File: src/rtccal_pkg.sv
/*
 Package for the calendar register block: register addresses, field
 positions, day and month limits.
 Assumes nothing beyond a SystemVerilog compiler.
*/
package rtccal_pkg;
	localparam logic [7:0] ADDR_WEEKDAY   = 8'h03;
	localparam logic [7:0] ADDR_DAY_MONTH = 8'h04;
	localparam logic [7:0] ADDR_MONTH_NUM = 8'h05;
	localparam logic [7:0] ADDR_YEAR      = 8'h06;
	localparam logic [1:0] IDX_WEEKDAY    = 2'h0;
	localparam logic [1:0] IDX_DAY_MONTH  = 2'h1;
	localparam logic [1:0] IDX_MONTH_NUM  = 2'h2;
	localparam logic [1:0] IDX_YEAR       = 2'h3;
	localparam logic [7:0] MASK_WEEKDAY   = 8'h07;
	localparam logic [7:0] MASK_DAY_MONTH = 8'h3f;
	localparam logic [7:0] MASK_MONTH_NUM = 8'h1f;
	localparam logic [7:0] MASK_YEAR      = 8'hff;
	localparam logic [2:0] WDAY_FIRST     = 3'h1;
	localparam logic [2:0] WDAY_LAST      = 3'h7;
	localparam logic [7:0] BCD_ONE        = 8'h01;
	localparam logic [7:0] BCD_MAX_YEAR   = 8'h99;
	localparam logic [7:0] MONTH_DEC      = 8'h12;
	localparam logic [7:0] MONTH_FEB      = 8'h02;
	localparam logic [7:0] MONTH_APR      = 8'h04;
	localparam logic [7:0] MONTH_JUN      = 8'h06;
	localparam logic [7:0] MONTH_SEP      = 8'h09;
	localparam logic [7:0] MONTH_NOV      = 8'h11;
	localparam logic [3:0] LEAP_ODD_A     = 4'h2;
	localparam logic [3:0] LEAP_ODD_B     = 4'h6;
	localparam logic [3:0] LEAP_EVEN_A    = 4'h0;
	localparam logic [3:0] LEAP_EVEN_B    = 4'h4;
	localparam logic [3:0] LEAP_EVEN_C    = 4'h8;
	localparam logic [4:0] RSVD_WDAY      = 5'h00;
	localparam logic [7:0] DAYS_28        = 8'h28;
	localparam logic [7:0] DAYS_29        = 8'h29;
	localparam logic [7:0] DAYS_30        = 8'h30;
	localparam logic [7:0] DAYS_31        = 8'h31;
	localparam logic [3:0] BCD_NINE       = 4'h9;
	localparam logic [3:0] BCD_ZERO       = 4'h0;
	localparam logic [3:0] BCD_TEN_STEP   = 4'h1;
	localparam logic [7:0] RSVD_VALUE     = 8'h00;
	localparam int         NUM_REGS       = 4;
	typedef enum logic [2:0] {
		UPD_IDLE  = 3'b001,
		UPD_CARRY = 3'b010,
		UPD_SYNC  = 3'b100
	} rtccal_upd_t;
endpackage

File: src/rtccal_top.sv
/*
 Calendar counters of a real-time clock: weekday, day of month, month and
 two-digit year in BCD at addresses 0x03..0x06, with midnight carry.
 Assumes the serial interface presents decoded byte accesses (reg_addr,
 reg_wr, reg_rd) and that day_carry is a one-cycle pulse from the hours
 counter on its 23->00 rollover, aligned with the one-second tick.
*/
// Summary of operation
// - weekday at 0x03, bits 2..0, rest zero
// - date at 0x04, tens 5..4, units 3..0
// - date tens digit BCD 0 to 3
// - date units digit BCD 0 to 9
// - month at 0x05, tens bit 4, units 3..0
// - month tens 0 or 1, units 0..9
// - year at 0x06, tens 7..4, units 3..0
// - year digits each BCD 0 to 9
// - invalid values count on until rollover
// - calendar current within one second after switchover
`timescale 1ns/1ns
module rtccal_top (
	input  wire logic       clk,
	input  wire logic       arst_n,
	input  wire logic [7:0] reg_addr,
	input  wire logic       reg_wr,
	input  wire logic [7:0] reg_wdata,
	input  wire logic       reg_rd,
	output logic      [7:0] reg_rdata,
	output logic            reg_hit,
	input  wire logic       day_carry,
	input  wire logic       main_supply_up,
	output logic            cal_valid
);
	import rtccal_pkg::*;

	// Register decode
	wire       sel_wday  = (reg_addr == ADDR_WEEKDAY);
	wire       sel_date  = (reg_addr == ADDR_DAY_MONTH);
	wire       sel_month = (reg_addr == ADDR_MONTH_NUM);
	wire       sel_year  = (reg_addr == ADDR_YEAR);
	wire       any_sel   = sel_wday | sel_date | sel_month | sel_year;
	wire [1:0] rd_idx    = sel_date ? IDX_DAY_MONTH : sel_month ? IDX_MONTH_NUM :
	                       sel_year ? IDX_YEAR : IDX_WEEKDAY;

	logic [31:0] all_data;
	wire  [7:0]  wday_q  = all_data[8*IDX_WEEKDAY   +: 8];
	wire  [7:0]  date_q  = all_data[8*IDX_DAY_MONTH +: 8];
	wire  [7:0]  month_q = all_data[8*IDX_MONTH_NUM +: 8];
	wire  [7:0]  year_q  = all_data[8*IDX_YEAR      +: 8];

	// BCD increment of one byte; an invalid units digit keeps counting in binary
	function automatic logic [7:0] bcd_inc(input logic [7:0] v);
		logic [7:0] r;
		r = v;
		if (v[3:0] >= BCD_NINE) begin
			if (v[3:0] == BCD_NINE) begin
				r[3:0] = BCD_ZERO;
				r[7:4] = v[7:4] + BCD_TEN_STEP;
			end else begin
				r[3:0] = v[3:0] + BCD_TEN_STEP;
			end
		end else begin
			r[3:0] = v[3:0] + BCD_TEN_STEP;
		end
		return r;
	endfunction

	// Leap year: two-digit BCD year divisible by four
	wire       tens_odd  = year_q[4];
	wire [3:0] yu        = year_q[3:0];
	wire       leap      = tens_odd ? (yu == LEAP_ODD_A || yu == LEAP_ODD_B) :
	                       (yu == LEAP_EVEN_A || yu == LEAP_EVEN_B || yu == LEAP_EVEN_C);
	wire       short_mon = (month_q == MONTH_APR) || (month_q == MONTH_JUN) ||
	                       (month_q == MONTH_SEP) || (month_q == MONTH_NOV);
	wire [7:0] last_day  = (month_q == MONTH_FEB) ? (leap ? DAYS_29 : DAYS_28) :
	                       short_mon ? DAYS_30 : DAYS_31;

	// Equality to the limit rolls over; an invalid value past it keeps counting
	wire       date_roll  = (date_q == last_day);
	wire       month_roll = date_roll && (month_q == MONTH_DEC);
	wire       year_roll  = month_roll && (year_q == BCD_MAX_YEAR);
	wire [2:0] wday_next  = (wday_q[2:0] == WDAY_LAST) ? WDAY_FIRST :
	                        wday_q[2:0] + WDAY_FIRST;

	wire [7:0] date_next  = date_roll ? BCD_ONE : bcd_inc(date_q);
	wire [7:0] month_next = month_roll ? BCD_ONE : (date_roll ? bcd_inc(month_q) : month_q);
	wire [7:0] year_next  = year_roll ? RSVD_VALUE :
	                        (month_roll ? bcd_inc(year_q) : year_q);

	// Host write wins over a carry in the same cycle; the carry is then lost
	// because the host is setting a fresh time.
	wire        carry_go = day_carry && !reg_wr;
	wire [3:0]  wr_en    = {reg_wr & sel_year, reg_wr & sel_month, reg_wr & sel_date, reg_wr & sel_wday} |
	                       {4{carry_go}};
	wire [31:0] wr_data  = carry_go ?
	                       {year_next, month_next, date_next, RSVD_WDAY, wday_next} :
	                       {4{reg_wdata}};
	wire [31:0] wr_mask  = {MASK_YEAR, MASK_MONTH_NUM, MASK_DAY_MONTH, MASK_WEEKDAY};

	rtccal_regmem #(
		.DEPTH (NUM_REGS)
	) u_mem (
		.clk      (clk),
		.arst_n   (arst_n),
		.rd_idx   (rd_idx),
		.rd_data  (reg_rdata),
		.wr_en    (wr_en),
		.wr_data  (wr_data),
		.wr_mask  (wr_mask),
		.all_data (all_data)
	);

	// Read hit flags a mapped address one cycle later, aligned with reg_rdata
	always_ff @(posedge clk or negedge arst_n) begin
		if (!arst_n)
			reg_hit <= 1'b0;
		else
			reg_hit <= reg_rd & any_sel;
	end

	// After switchover the fields are current by the next carry-aligned tick;
	// cal_valid drops while on backup and returns two cycles after the main
	// supply is back, well inside 1 s.
	rtccal_upd_t st_q, st_d;
	always_comb begin
		case (st_q)
			UPD_IDLE:  st_d = main_supply_up ? UPD_IDLE : UPD_SYNC;
			UPD_SYNC:  st_d = main_supply_up ? UPD_CARRY : UPD_SYNC;
			// A supply loss during the last step must not flag the calendar valid
			UPD_CARRY: st_d = main_supply_up ? UPD_IDLE : UPD_SYNC;
			default:   st_d = UPD_IDLE;
		endcase
	end

	always_ff @(posedge clk or negedge arst_n) begin
		if (!arst_n)
			st_q <= UPD_SYNC;
		else
			st_q <= st_d;
	end

	always_ff @(posedge clk or negedge arst_n) begin
		if (!arst_n)
			cal_valid <= 1'b0;
		else
			cal_valid <= (st_d == UPD_IDLE);
	end
endmodule // rtccal_top

File: src/rtccal_regmem.sv
/*
 Small register store for the four calendar bytes. Read data comes out of a
 register one clock after the address. Writes are masked per register.
 Assumes a single clock and an active-low asynchronous reset.
*/
`timescale 1ns/1ns
module rtccal_regmem #(
	parameter int DEPTH = 4
) (
	input  wire logic                     clk,
	input  wire logic                     arst_n,
	input  wire logic [$clog2(DEPTH)-1:0] rd_idx,
	output logic      [7:0]               rd_data,
	input  wire logic [DEPTH-1:0]         wr_en,
	input  wire logic [DEPTH*8-1:0]       wr_data,
	input  wire logic [DEPTH*8-1:0]       wr_mask,
	output logic      [DEPTH*8-1:0]       all_data
);
	import rtccal_pkg::*;

	logic [7:0] store_q [DEPTH];

	genvar g;
	generate
		for (g = 0; g < DEPTH; g++) begin : g_reg
			// Power-up contents are undefined; zero is one legal choice
			always_ff @(posedge clk or negedge arst_n) begin
				if (!arst_n)
					store_q[g] <= RSVD_VALUE;
				else if (wr_en[g])
					store_q[g] <= wr_data[g*8 +: 8] & wr_mask[g*8 +: 8];
			end
			assign all_data[g*8 +: 8] = store_q[g];
		end
	endgenerate

	always_ff @(posedge clk or negedge arst_n) begin
		if (!arst_n)
			rd_data <= RSVD_VALUE;
		else
			rd_data <= store_q[rd_idx];
	end
endmodule // rtccal_regmem

File: config.mk
export PLATFORM = sky130hd
export DESIGN_NAME = rtccal_top
export DESIGN_NICKNAME = d
export VERILOG_FILES = /design/src/rtccal_pkg.sv /design/src/rtccal_top.sv /design/src/rtccal_regmem.sv
export SDC_FILE = /design/constraint.sdc
export NUM_CORES = 1
export LEC_CHECK = 0
export BUFFER_PORTS_ARGS = -buffer_cell sky130_fd_sc_hd__buf_2
export CAP_MARGIN = 20
export CORE_ASPECT_RATIO = 1.2
export CORE_MARGIN = 5
export CORE_UTILIZATION = 53
export DETAILED_ROUTE_END_ITERATION = 7
export MAX_ROUTING_LAYER = met4
export PLACE_DENSITY_LB_ADDON = 0.12
export SLEW_MARGIN = 20
export SYNTH_ARGS = -nofsm -noshare
export SYNTH_HDL_FRONTEND = slang
export SYNTH_HIERARCHICAL = 1
export SYNTH_SLANG_ARGS = --single-unit
export TNS_END_PERCENT = 20
File: constraint.sdc
create_clock -name clk -period 6.6 [get_ports clk]
set_input_delay 1.32 -clock clk [delete_from_list [all_inputs] [get_ports clk]]
set_output_delay 1.32 -clock clk [all_outputs]
set_load 0.01 [all_outputs]
==> results.json, run 1 <==
{
  "status": "complete, no violations",
  "path_clk_slew_ns": 0.09,
  "h-tree-depth": 2,
  "dr.pass1.iters": 4,
  "insertion_delay_ns": 0.30,
  "seq_area_frac_synth": 0.365,
  "core-area_mm2": 0.00567,
  "antenna_found_initial": 0,
  "grt_use_total": 0.235,
  "fin_cells": 501,
  "dp.cells": 493,
  "synth_top_flop_cell": "dfrtp_1",
  "hp-class": "flip-flop to flip-flop",
  "post-cts-setup-buffers": 0,
  "max_freq_mhz": 314,
  "grt_max_degree": 46,
  "tightest_slew_ns": 0.982,
  "multi_input_area_mm2": 0.00183,
  "area_delta_synth_final_pct": 13.9,
  "synth_edf_count": 0,
  "synthesis.area_mm2": 0.00309,
  "ys.warnings.count": 6,
  "grt_pass1_wl_mm": 13.1,
  "start_kind": "input pin",
  "p_leak_nw": 1.54,
  "synth_top_cells_by_area": "dfrtp_1 (36%), o21ai_0 (7.0%), nand3_1 (6.8%)",
  "syn-instance-count": 360,
  "yosysUniqueCellTypes": 57,
  "layout-drive-gt1-share": 0.135,
  "hold_violations": 0,
  "wl_per_cell_um": 15.6,
  "clock_sinks": 45,
  "antenna_cells": 0,
  "die_area_mm2": 0.00746,
  "peakVddDrop_uv": 123,
  "gr-total-overflow": 0,
  "p_per_area_mw_per_mm2": 202,
  "finalClockSkew_ns": 0.00312,
  "drt_iter0_drc": 166,
  "dp_hpwl_mm": 5.76,
  "cts_buffers": 5,
  "route.vias.total": 2733,
  "crit_path_max_incr_delay_ns": 0.53,
  "period_share": 0.482,
  "grt_pass1_vias": 2640,
  "r2r_slack_ns": 3.44,
  "worst-path-buf-inv": 1,
  "setup_viol_count_final": 0,
  "drv_cap": 0,
  "cts_tree": "built",
  "required_ns": 6.82,
  "synthArstFlopShare": 1.00,
  "nNetsFinal": 453,
  "finalSetupTns_ns": 0,
  "cts_hold_buf": 0,
  "slew_violations": 0,
  "drc": 0,
  "relSlewSlack": 0.339,
  "drt-total-wl_mm": 7.80,
  "worstPathMaxFanout": 16,
  "ant_nets": 0,
  "cts_root_buffer": "clkbuf_8",
  "place_congestion": 0.934,
  "path_cells": "buf_2, or4_1, nor2_1, nand2_1, nor2_2, nand3_1, nand2_1, nand3_1, o21ai_0",
  "fp-row-count": 30,
  "rsz0062_at_grt": "no",
  "chipHeight_um": 93.7,
  "cts-resized-gates": 0,
  "top_level_ports": 32,
  "seqCellArea_mm2": 0.00113,
  "syn_avg_cell_area_um2": 8.58,
  "synth-seq-cells": 45,
  "viasPerCell": 5.46,
  "fillCellCount": 499,
  "worst-setup-path-type": "input pin to flip-flop",
  "period_needed_ns": 3.18,
  "arrival_ns": 3.40,
  "cp_slowest_cell": "or4_1",
  "synth_top_area_frac": 0.356,
  "clk_path_buf_depth": 2,
  "path_delay_family": "simple AND/OR/NAND/NOR gates",
  "start_util": 0.545,
  "synth_area_leader_cell": "dfrtp_1",
  "end_kind": "flip-flop",
  "portBuffers": 31,
  "die_w_um": 79.7
}
## metal layers
metal  track usage  routed length (um)  share of wire  up-vias
met5             -                   0              0        -
met4        0.0989                 310          0.040        0
met3        0.0432                 540          0.069       24
met2         0.369                3520           0.45      109
met1         0.297                3430           0.44     1248
li1              -                   -              -     1352
## cell usage after synthesis, types with 2 or more instances
library cell,count
inv_1,48
dfrtp_1,44
o21ai_0,43
nand3_1,42
nand2_1,21
nor2_1,20
a21oi_1,11
ha_1,11
xnor2_1,11
o21ai_1,10
mux4_2,8
mux2i_1,6
a211oi_1,5
a31oi_1,5
clkbuf_2,5
and3_1,4
clkbuf_1,4
nand2b_1,4
o31ai_1,4
nand4_1,3
nor2b_1,3
nor3_1,3
xor2_1,3
a2111oi_1,2
and2_1,2
buf_6,2
conb_1,2
nand3b_1,2
nand4b_1,2
nor4_1,2
or3_1,2
## final timing paths
check                                    from                 end  cells after the start
hold / removal                        st_q[2]           cal_valid                      1
setup / recovery                  reg_addr[5]  u_mem/all_data[28]                      9
setup reg to reg           u_mem/all_data[10]  u_mem/all_data[28]                      8
hold reg to reg                       st_q[2]           cal_valid                      1
max in group asynchronous              arst_n             st_q[2]                      1
min in group asynchronous              arst_n  u_mem/all_data[11]                      1
## sequential cells by signal (all words and copies together) (netlist names)
signal	cells
cal_valid	1
reg_hit	1
st_q	3
u_mem/all_data	32
u_mem/rd_data	8
## cell type report
| class | count | area share |
|---|---|---|
| multi-input cells | 285 | 0.520 |
| flip-flops and latches | 45 | 0.320 |
| repair buffers | 35 | 0.0533 |
| inverters | 48 | 0.0512 |
| well taps | 80 | 0.0284 |
| clock buffers | 5 | 0.0196 |
| clock inverters | 3 | 0.00711 |
## per-stage QoR
stage	power [mW]	utilization	cell area (um2)	hold WS, ns	worst slack [ns]
detailed placement	0.531	0.604	3420	0.532	2.76
floorplan	0.470	-	3200	0.499	3.40
global placement	0.528	0.604	3420	0.525	2.83
finish	0.710	0.621	3520	0.546	3.42
CTS	0.712	0.620	3510	0.549	3.09
global route	0.758	0.621	3520	0.576	3.15
## cell families (layout without fill, tap and decap cells)
logic type,after synthesis,count (layout),synth area share
XOR/XNOR,14,14,0.0397
buffers and inverters,60,91,0.0802
AO/OA/AOI/OAI,95,95,0.190
AND/OR/NAND/NOR,119,119,0.200
flip-flops,45,45,0.365
other,2,32,0.00243
multiplexers,14,14,0.0777
adder cells (fa/ha/maj),11,11,0.0445
## placed cells by master (no fill, tap or decap), types with 3 or more instances in the layout
master | netlist | layout
nand2_1 | 21 | 21
mux4_2 | 8 | 8
xor2_1 | 3 | 3
mux2i_1 | 6 | 6
nand3_1 | 42 | 42
ha_1 | 11 | 11
a211oi_1 | 5 | 5
conb_1 | 2 | 32
dfrtp_1 | 44 | 44
nor3_1 | 3 | 3
and3_1 | 4 | 4
o21ai_0 | 43 | 43
a31oi_1 | 5 | 5
nand2b_1 | 4 | 4
nand4_1 | 3 | 3
o31ai_1 | 4 | 4
clkbuf_8 | 0 | 5
xnor2_1 | 11 | 11
o21ai_1 | 10 | 10
inv_1 | 48 | 48
buf_4 | 0 | 5
buf_2 | 1 | 30
nor2_1 | 20 | 19
a21oi_1 | 11 | 11
nor2b_1 | 3 | 3
## where the power goes
part           internal (mW)  switching [mW]
combinational         0.0720          0.0976
clock                 0.0766           0.106
sequential             0.308          0.0501
(Power assumes the default switching activity.)
==> inputs of run 2 (changes only) <==
==> constraint.sdc (replaced) <==
create_clock -name clk -period 2.8 [get_ports clk]
set_input_delay 0.56 -clock clk [delete_from_list [all_inputs] [get_ports clk]]
set_output_delay 0.56 -clock clk [all_outputs]
set_load 0.01 [all_outputs]
==> results.json, run 2 (same netlist as run 1, synthesis figures left out) <==
{
  "status": "complete, no violations",
  "die_area_mm2": 0.00746,
  "grt_max_degree": 28,
  "arrival_ns": 2.93,
  "insertion_delay_ns": 0.31,
  "antenna_cells": 0,
  "drt-total-wl_mm": 8.46,
  "worstPathMaxFanout": 9,
  "clk_path_buf_depth": 2,
  "drc": 0,
  "layout_common_cells": "inv_1 (48), o21ai_0 (42), nand3_1 (41), dfrtp_1 (41), conb_1 (32)",
  "end_kind": "flip-flop",
  "crit_end": "u_mem/all_data[31]",
  "cts-resized-gates": 0,
  "use_met2": 0.389,
  "top_level_ports": 32,
  "dr.pass1.iters": 4,
  "path_cells": "or4b_4, o41ai_4, o21ai_4, a211o_1, or3_1, a31oi_1, nand3_1, o21ai_0",
  "clock_sinks": 45,
  "use_met3": 0.0278,
  "layout-drive-gt1-share": 0.191,
  "area_delta_synth_final_pct": 21.1,
  "mostFrequentLayoutCell": "inv_1",
  "gr-total-overflow": 0,
  "rsz0062_at_grt": "yes",
  "die_w_um": 79.7,
  "drv_cap": 0,
  "path_clk_slew_ns": 0.10,
  "ant_nets": 0,
  "fp-row-count": 30,
  "cp-startpoint": "u_mem/all_data[16]",
  "start_kind": "flip-flop",
  "cts_root_buffer": "clkbuf_8",
  "hold_violations": 0,
  "r2r_slack_ns": 0.09,
  "finalClockSkew_ns": 0.0113,
  "period_needed_ns": 2.71,
  "p_leak_nw": 1.66,
  "core-area_mm2": 0.00567,
  "cts_tree": "built",
  "use_met1": 0.308,
  "r2r_cells": 8,
  "chipHeight_um": 93.7,
  "worst-setup-path-type": "flip-flop to flip-flop",
  "antenna_found_initial": 0,
  "setup_viol_count_final": 0,
  "worst-path-buf-inv": 0,
  "peakVddDrop_uv": 276,
  "cp_slowest_cell": "or4b_4",
  "grt_use_total": 0.246,
  "grt_pass1_wl_mm": 13.5,
  "required_ns": 3.02,
  "start_util": 0.545,
  "crit_path_max_incr_delay_ns": 0.60,
  "max_freq_mhz": 369,
  "busiest_layer": "met2",
  "cts_hold_buf": 0,
  "cts_buffers": 5,
  "viasPerCell": 5.41,
  "r2r-end": "u_mem/all_data[31]",
  "hp-class": "input pin to async pin",
  "h-tree-depth": 2,
  "fin_area_mm2": 0.00374,
  "period_share": 0.967,
  "drt_iter0_drc": 168,
  "grt_pass1_vias": 2731,
  "rr_startpoint": "u_mem/all_data[16]",
  "p_per_area_mw_per_mm2": 510,
  "route.vias.total": 2811,
  "path_delay_family": "compound AO/OA/AOI/OAI gates",
  "place_area_mm2": 0.00356,
  "post-place-ws_ns": 0.0603,
  "slew_violations": 0,
  "final_util": 0.660,
  "dp_hpwl_mm": 6.44,
  "wl_per_cell_um": 16.3,
  "place_congestion": 0.897,
  "nNetsFinal": 472,
  "largest_register_ffs": 32,
  "portBuffers": 31,
  "tightest_slew_ns": 0.606,
  "post-cts-setup-buffers": 0,
  "relSlewSlack": 0.593,
  "crit_cells": 8,
  "worst_slack_ns": 0.0936,
  "power_mw": 1.91,
  "fillCellCount": 498
}
## run 2: cell types whose count changed in the layout (fill, tap and decap cells not counted), sizes merged
cell	previous run	this run
clkinv	1	0
bufinv	0	2
buf	35	54
clkinvlp	1	0
## run 2: worst min-delay path by stage
stage / startpoint / endpoint / slack [ns] / depth (start not counted)
after global routing: arst_n / u_mem/all_data[2] / 0.25 / 1
after detailed placement: u_mem/all_data[6] / u_mem/all_data[6] / 0.54 / 2
after global placement: u_mem/all_data[6] / u_mem/all_data[6] / 0.53 / 2
after CTS: arst_n / u_mem/all_data[2] / 0.23 / 1
final: arst_n / u_mem/all_data[3] / 0.21 / 1
after floorplan: arst_n / cal_valid / 0.26 / 0
## run 2: cell type report
| class | instances | area, um2 | area share |
|---|---|---|---|
| tap | 80 | 100 | 0.0267 |
| clock buffer | 5 | 68.8 | 0.0184 |
| clock inverter | 3 | 68.8 | 0.0184 |
| inverter | 48 | 180 | 0.0481 |
| multi-input combinational | 285 | 1870 | 0.499 |
| sequential | 45 | 1130 | 0.302 |
| timing repair buffer | 54 | 328 | 0.0876 |
## run 2: worst reg2reg max path, cell delays in order, from the launching register on
cell and delay [ns]:
dfrtp_2 0.46, or4b_4 0.60, o41ai_4 0.34, o21ai_4 0.16
a211o_1 0.37, or3_1 0.36, a31oi_1 0.16, nand3_1 0.08
o21ai_0 0.10
## run 2: power breakdown
part	internal [mW]	switching, mW	total, mW
sequential	0.728	0.0857	0.814
combinational	0.206	0.287	0.493
clock	0.359	0.241	0.601
## run 2: per-layer routing
layer  vias to the layer above  share of wire
met2                        94           0.48
li1                       1394              -
met5                         -              0
met1                      1295           0.43
met4                         0          0.039
met3                        28          0.055
## run 2: metrics by stage
stage | std cells | hold WS, ns | TNS (ns)
floorplan | 390 | 0.264 | 0
global placement | 512 | 0.530 | 0
detailed placement | 512 | 0.539 | 0
CTS | 520 | 0.229 | 0
global route | 520 | 0.255 | -0.0561
finish | 520 | 0.207 | 0
==> inputs of run 3 (changes only) <==
--- a/config.mk
+++ b/config.mk
@@ -5,6 +5,7 @@
 export SDC_FILE = /design/constraint.sdc
 export NUM_CORES = 1
 export LEC_CHECK = 0
+export ABC_AREA = 1
 export BUFFER_PORTS_ARGS = -buffer_cell sky130_fd_sc_hd__buf_2
 export CAP_MARGIN = 20
 export CORE_ASPECT_RATIO = 1.2
==> constraint.sdc (replaced) <==
create_clock -name clk -period 2.8 [get_ports clk]
set_input_delay 0.14 -clock clk [delete_from_list [all_inputs] [get_ports clk]]
set_output_delay 0.14 -clock clk [all_outputs]
set_load 0.01 [all_outputs]
==> results.json, run 3 <==
{
  "r2r-end": "u_mem/all_data[30]",
  "drt-total-wl_mm": 8.56,
  "synth_area_leader_cell": "dfrtp_1",
  "layout_common_cells": "nand2_1 (116), inv_1 (76), nand3_1 (69)",
  "area_delta_synth_final_pct": 14.1,
  "p_per_area_mw_per_mm2": 452,
  "busiest_layer": "met2",
  "ant_nets": 0,
  "final_util": 0.614,
  "required_ns": 3.00,
  "p_int_mw": 1.05,
  "slew_violations": 0,
  "viasPerCell": 5.18,
  "cts_buffers": 5,
  "fp-row-count": 31,
  "p_leak_nw": 1.97,
  "peakVddDrop_uv": 275,
  "drc": 0,
  "fillCellCount": 586,
  "end_kind": "flip-flop",
  "switching_share": 0.365,
  "tightest_slew_ns": 0.609,
  "syn-instance-count": 472,
  "dr.pass1.iters": 5,
  "p_clk_frac": 0.261,
  "synthArstFlopShare": 1.00,
  "start_kind": "flip-flop",
  "chipHeight_um": 95.3,
  "seqPwrFrac": 0.483,
  "seq_area_frac_synth": 0.351,
  "period_share": 0.873,
  "ys.warnings.count": 6,
  "gr-total-overflow": 0,
  "start_util": 0.538,
  "die_area_mm2": 0.00773,
  "power_mw": 1.66,
  "largest_register_ffs": 32,
  "min_path_cells": 3,
  "synth_commonest_cells": "nand2_1 (116), inv_1 (76), nand3_1 (69)",
  "fin_area_mm2": 0.00366,
  "core-area_mm2": 0.00597,
  "yosysUniqueCellTypes": 35,
  "combPwrFrac": 0.256,
  "drt_iter0_drc": 287,
  "insertion_delay_ns": 0.31,
  "use_met3": 0.0369,
  "drv_cap": 0,
  "cts-resized-gates": 0,
  "wl_per_cell_um": 13.8,
  "worstPathMaxFanout": 12,
  "grt_use_total": 0.257,
  "grt_max_degree": 46,
  "rr_startpoint": "u_mem/all_data[20]",
  "clk_path_buf_depth": 2,
  "use_met2": 0.388,
  "finalSetupTns_ns": 0,
  "layout-drive-gt1-share": 0.128,
  "place_area_mm2": 0.00355,
  "nNetsFinal": 570,
  "hp-class": "input pin to flip-flop",
  "worst-setup-path-type": "flip-flop to flip-flop",
  "route.vias.total": 3211,
  "period_needed_ns": 2.44,
  "grt_pass1_vias": 3039,
  "hold_path_end": "reg_hit",
  "path_clk_slew_ns": 0.10,
  "top_level_ports": 32,
  "synth_edf_count": 0,
  "cts_hold_buf": 1,
  "portBuffers": 31,
  "place_congestion": 0.946,
  "dp.cells": 610,
  "max_freq_mhz": 409,
  "cts_root_buffer": "clkbuf_8",
  "antenna_cells": 0,
  "clock_sinks": 45,
  "synth_top_flop_cell": "dfrtp_1",
  "mostFrequentLayoutCell": "nand2_1",
  "synth_top_cells_by_area": "dfrtp_1 (34%), nand2_1 (14%), nand3_1 (11%)",
  "arrival_ns": 2.65,
  "fin_cells": 620,
  "relSlewSlack": 0.594,
  "r2r_cells": 13,
  "synth-seq-cells": 45,
  "antenna_found_initial": 0,
  "status": "complete, no violations",
  "h-tree-depth": 2,
  "finalClockSkew_ns": 0.00881,
  "switchingPower_mw": 0.604,
  "grt_pass1_wl_mm": 14.5,
  "yosys.cell_count.top_type": "nand2_1",
  "synthesis.area_mm2": 0.00321,
  "worst_hold_startpoint": "reg_rd",
  "r2r_slack_ns": 0.36,
  "rsz0062_at_grt": "no",
  "post-place-ws_ns": 0.370,
  "dp_hpwl_mm": 6.33,
  "use_met1": 0.339,
  "timing.hold.ws_ns": 0.0219,
  "post-cts-setup-buffers": 0,
  "synth_top_area_frac": 0.343,
  "die_w_um": 81.1,
  "syn_avg_cell_area_um2": 6.81,
  "worst_slack_ns": 0.356,
  "setup_viol_count_final": 0,
  "hold_violations": 0,
  "cts_tree": "built",
  "cp-startpoint": "u_mem/all_data[20]"
}
==> run 3: changes by cell type after synthesis, moves of 7 or more <==
cell,previous run,this run
nand3_1,42,69
o21ai_0,43,60
xnor2_1,11,2
a21oi_1,11,3
nand4_1,3,10
buf_4,0,7
nand2_1,21,116
inv_1,48,76
mux4_2,8,0
==> run 3: layer usage <==
layer	vias up	part of all wire	wire, um
met5	-	0	0
met4	0	0.046	391
met3	28	0.053	457
met2	127	0.44	3800
met1	1439	0.46	3910
li1	1617	-	-
==> run 3: how the worst max path moves through the flow <==
stage	end	slack (ns)	cells past startpoint
6_report	u_mem/all_data[30]	0.36	13
5_1_grt	u_mem/all_data[31]	0.04	13
4_1_cts	u_mem/all_data[28]	0.36	13
3_5_place_dp	u_mem/all_data[28]	0.37	13
3_3_place_gp	u_mem/all_data[30]	0.47	13
2_1_floorplan	u_mem/all_data[31]	0.90	14
==> run 3: kinds of logic after synthesis <==
logic type                 after synthesis  synth area share
xor gates and xnor gates                 7            0.0191
AOI/OAI and AO/OA                       75             0.121
other                                    2           0.00234
and+or+nand+nor                        234             0.326
adders and majority gates               11            0.0428
DFF                                     45             0.351
buffers and inverters                   95             0.127
muxes                                    3            0.0101
==> run 3: layout make-up <==
class	count	area [um2]	area share
clock inverter	3	21.3	0.00580
multi-input combinational	362	1800	0.490
sequential	45	1130	0.308
clock buffer	5	68.8	0.0188
timing repair buffer	41	238	0.0649
inverter	82	310	0.0847
tap	82	103	0.0280
==> run 3: worst max-delay path, cell delays in order, from the launching register on <==
cell     delay [ns]
dfrtp_1        0.45
inv_1          0.10
ha_1           0.17
inv_1          0.05
nor2_2         0.15
nand3_2        0.09
a21oi_2        0.22
nand4_1        0.43
inv_1          0.22
nand2_1        0.14
nand3_1        0.11
nand2_1        0.05
nand3_1        0.09
o21ai_0        0.07
==> run 3: power by group through the flow <==
| stage | clock network [mW] | registers (mW) | logic (mW) |
|---|---|---|---|
| 2_1_floorplan | 0 | 0.802 | 0.281 |
| 3_3_place_gp | 0 | 0.809 | 0.411 |
| 3_5_place_dp | 0 | 0.811 | 0.416 |
| 4_1_cts | 0.436 | 0.799 | 0.420 |
| 5_1_grt | 0.470 | 0.811 | 0.493 |
| 6_report | 0.432 | 0.799 | 0.425 |
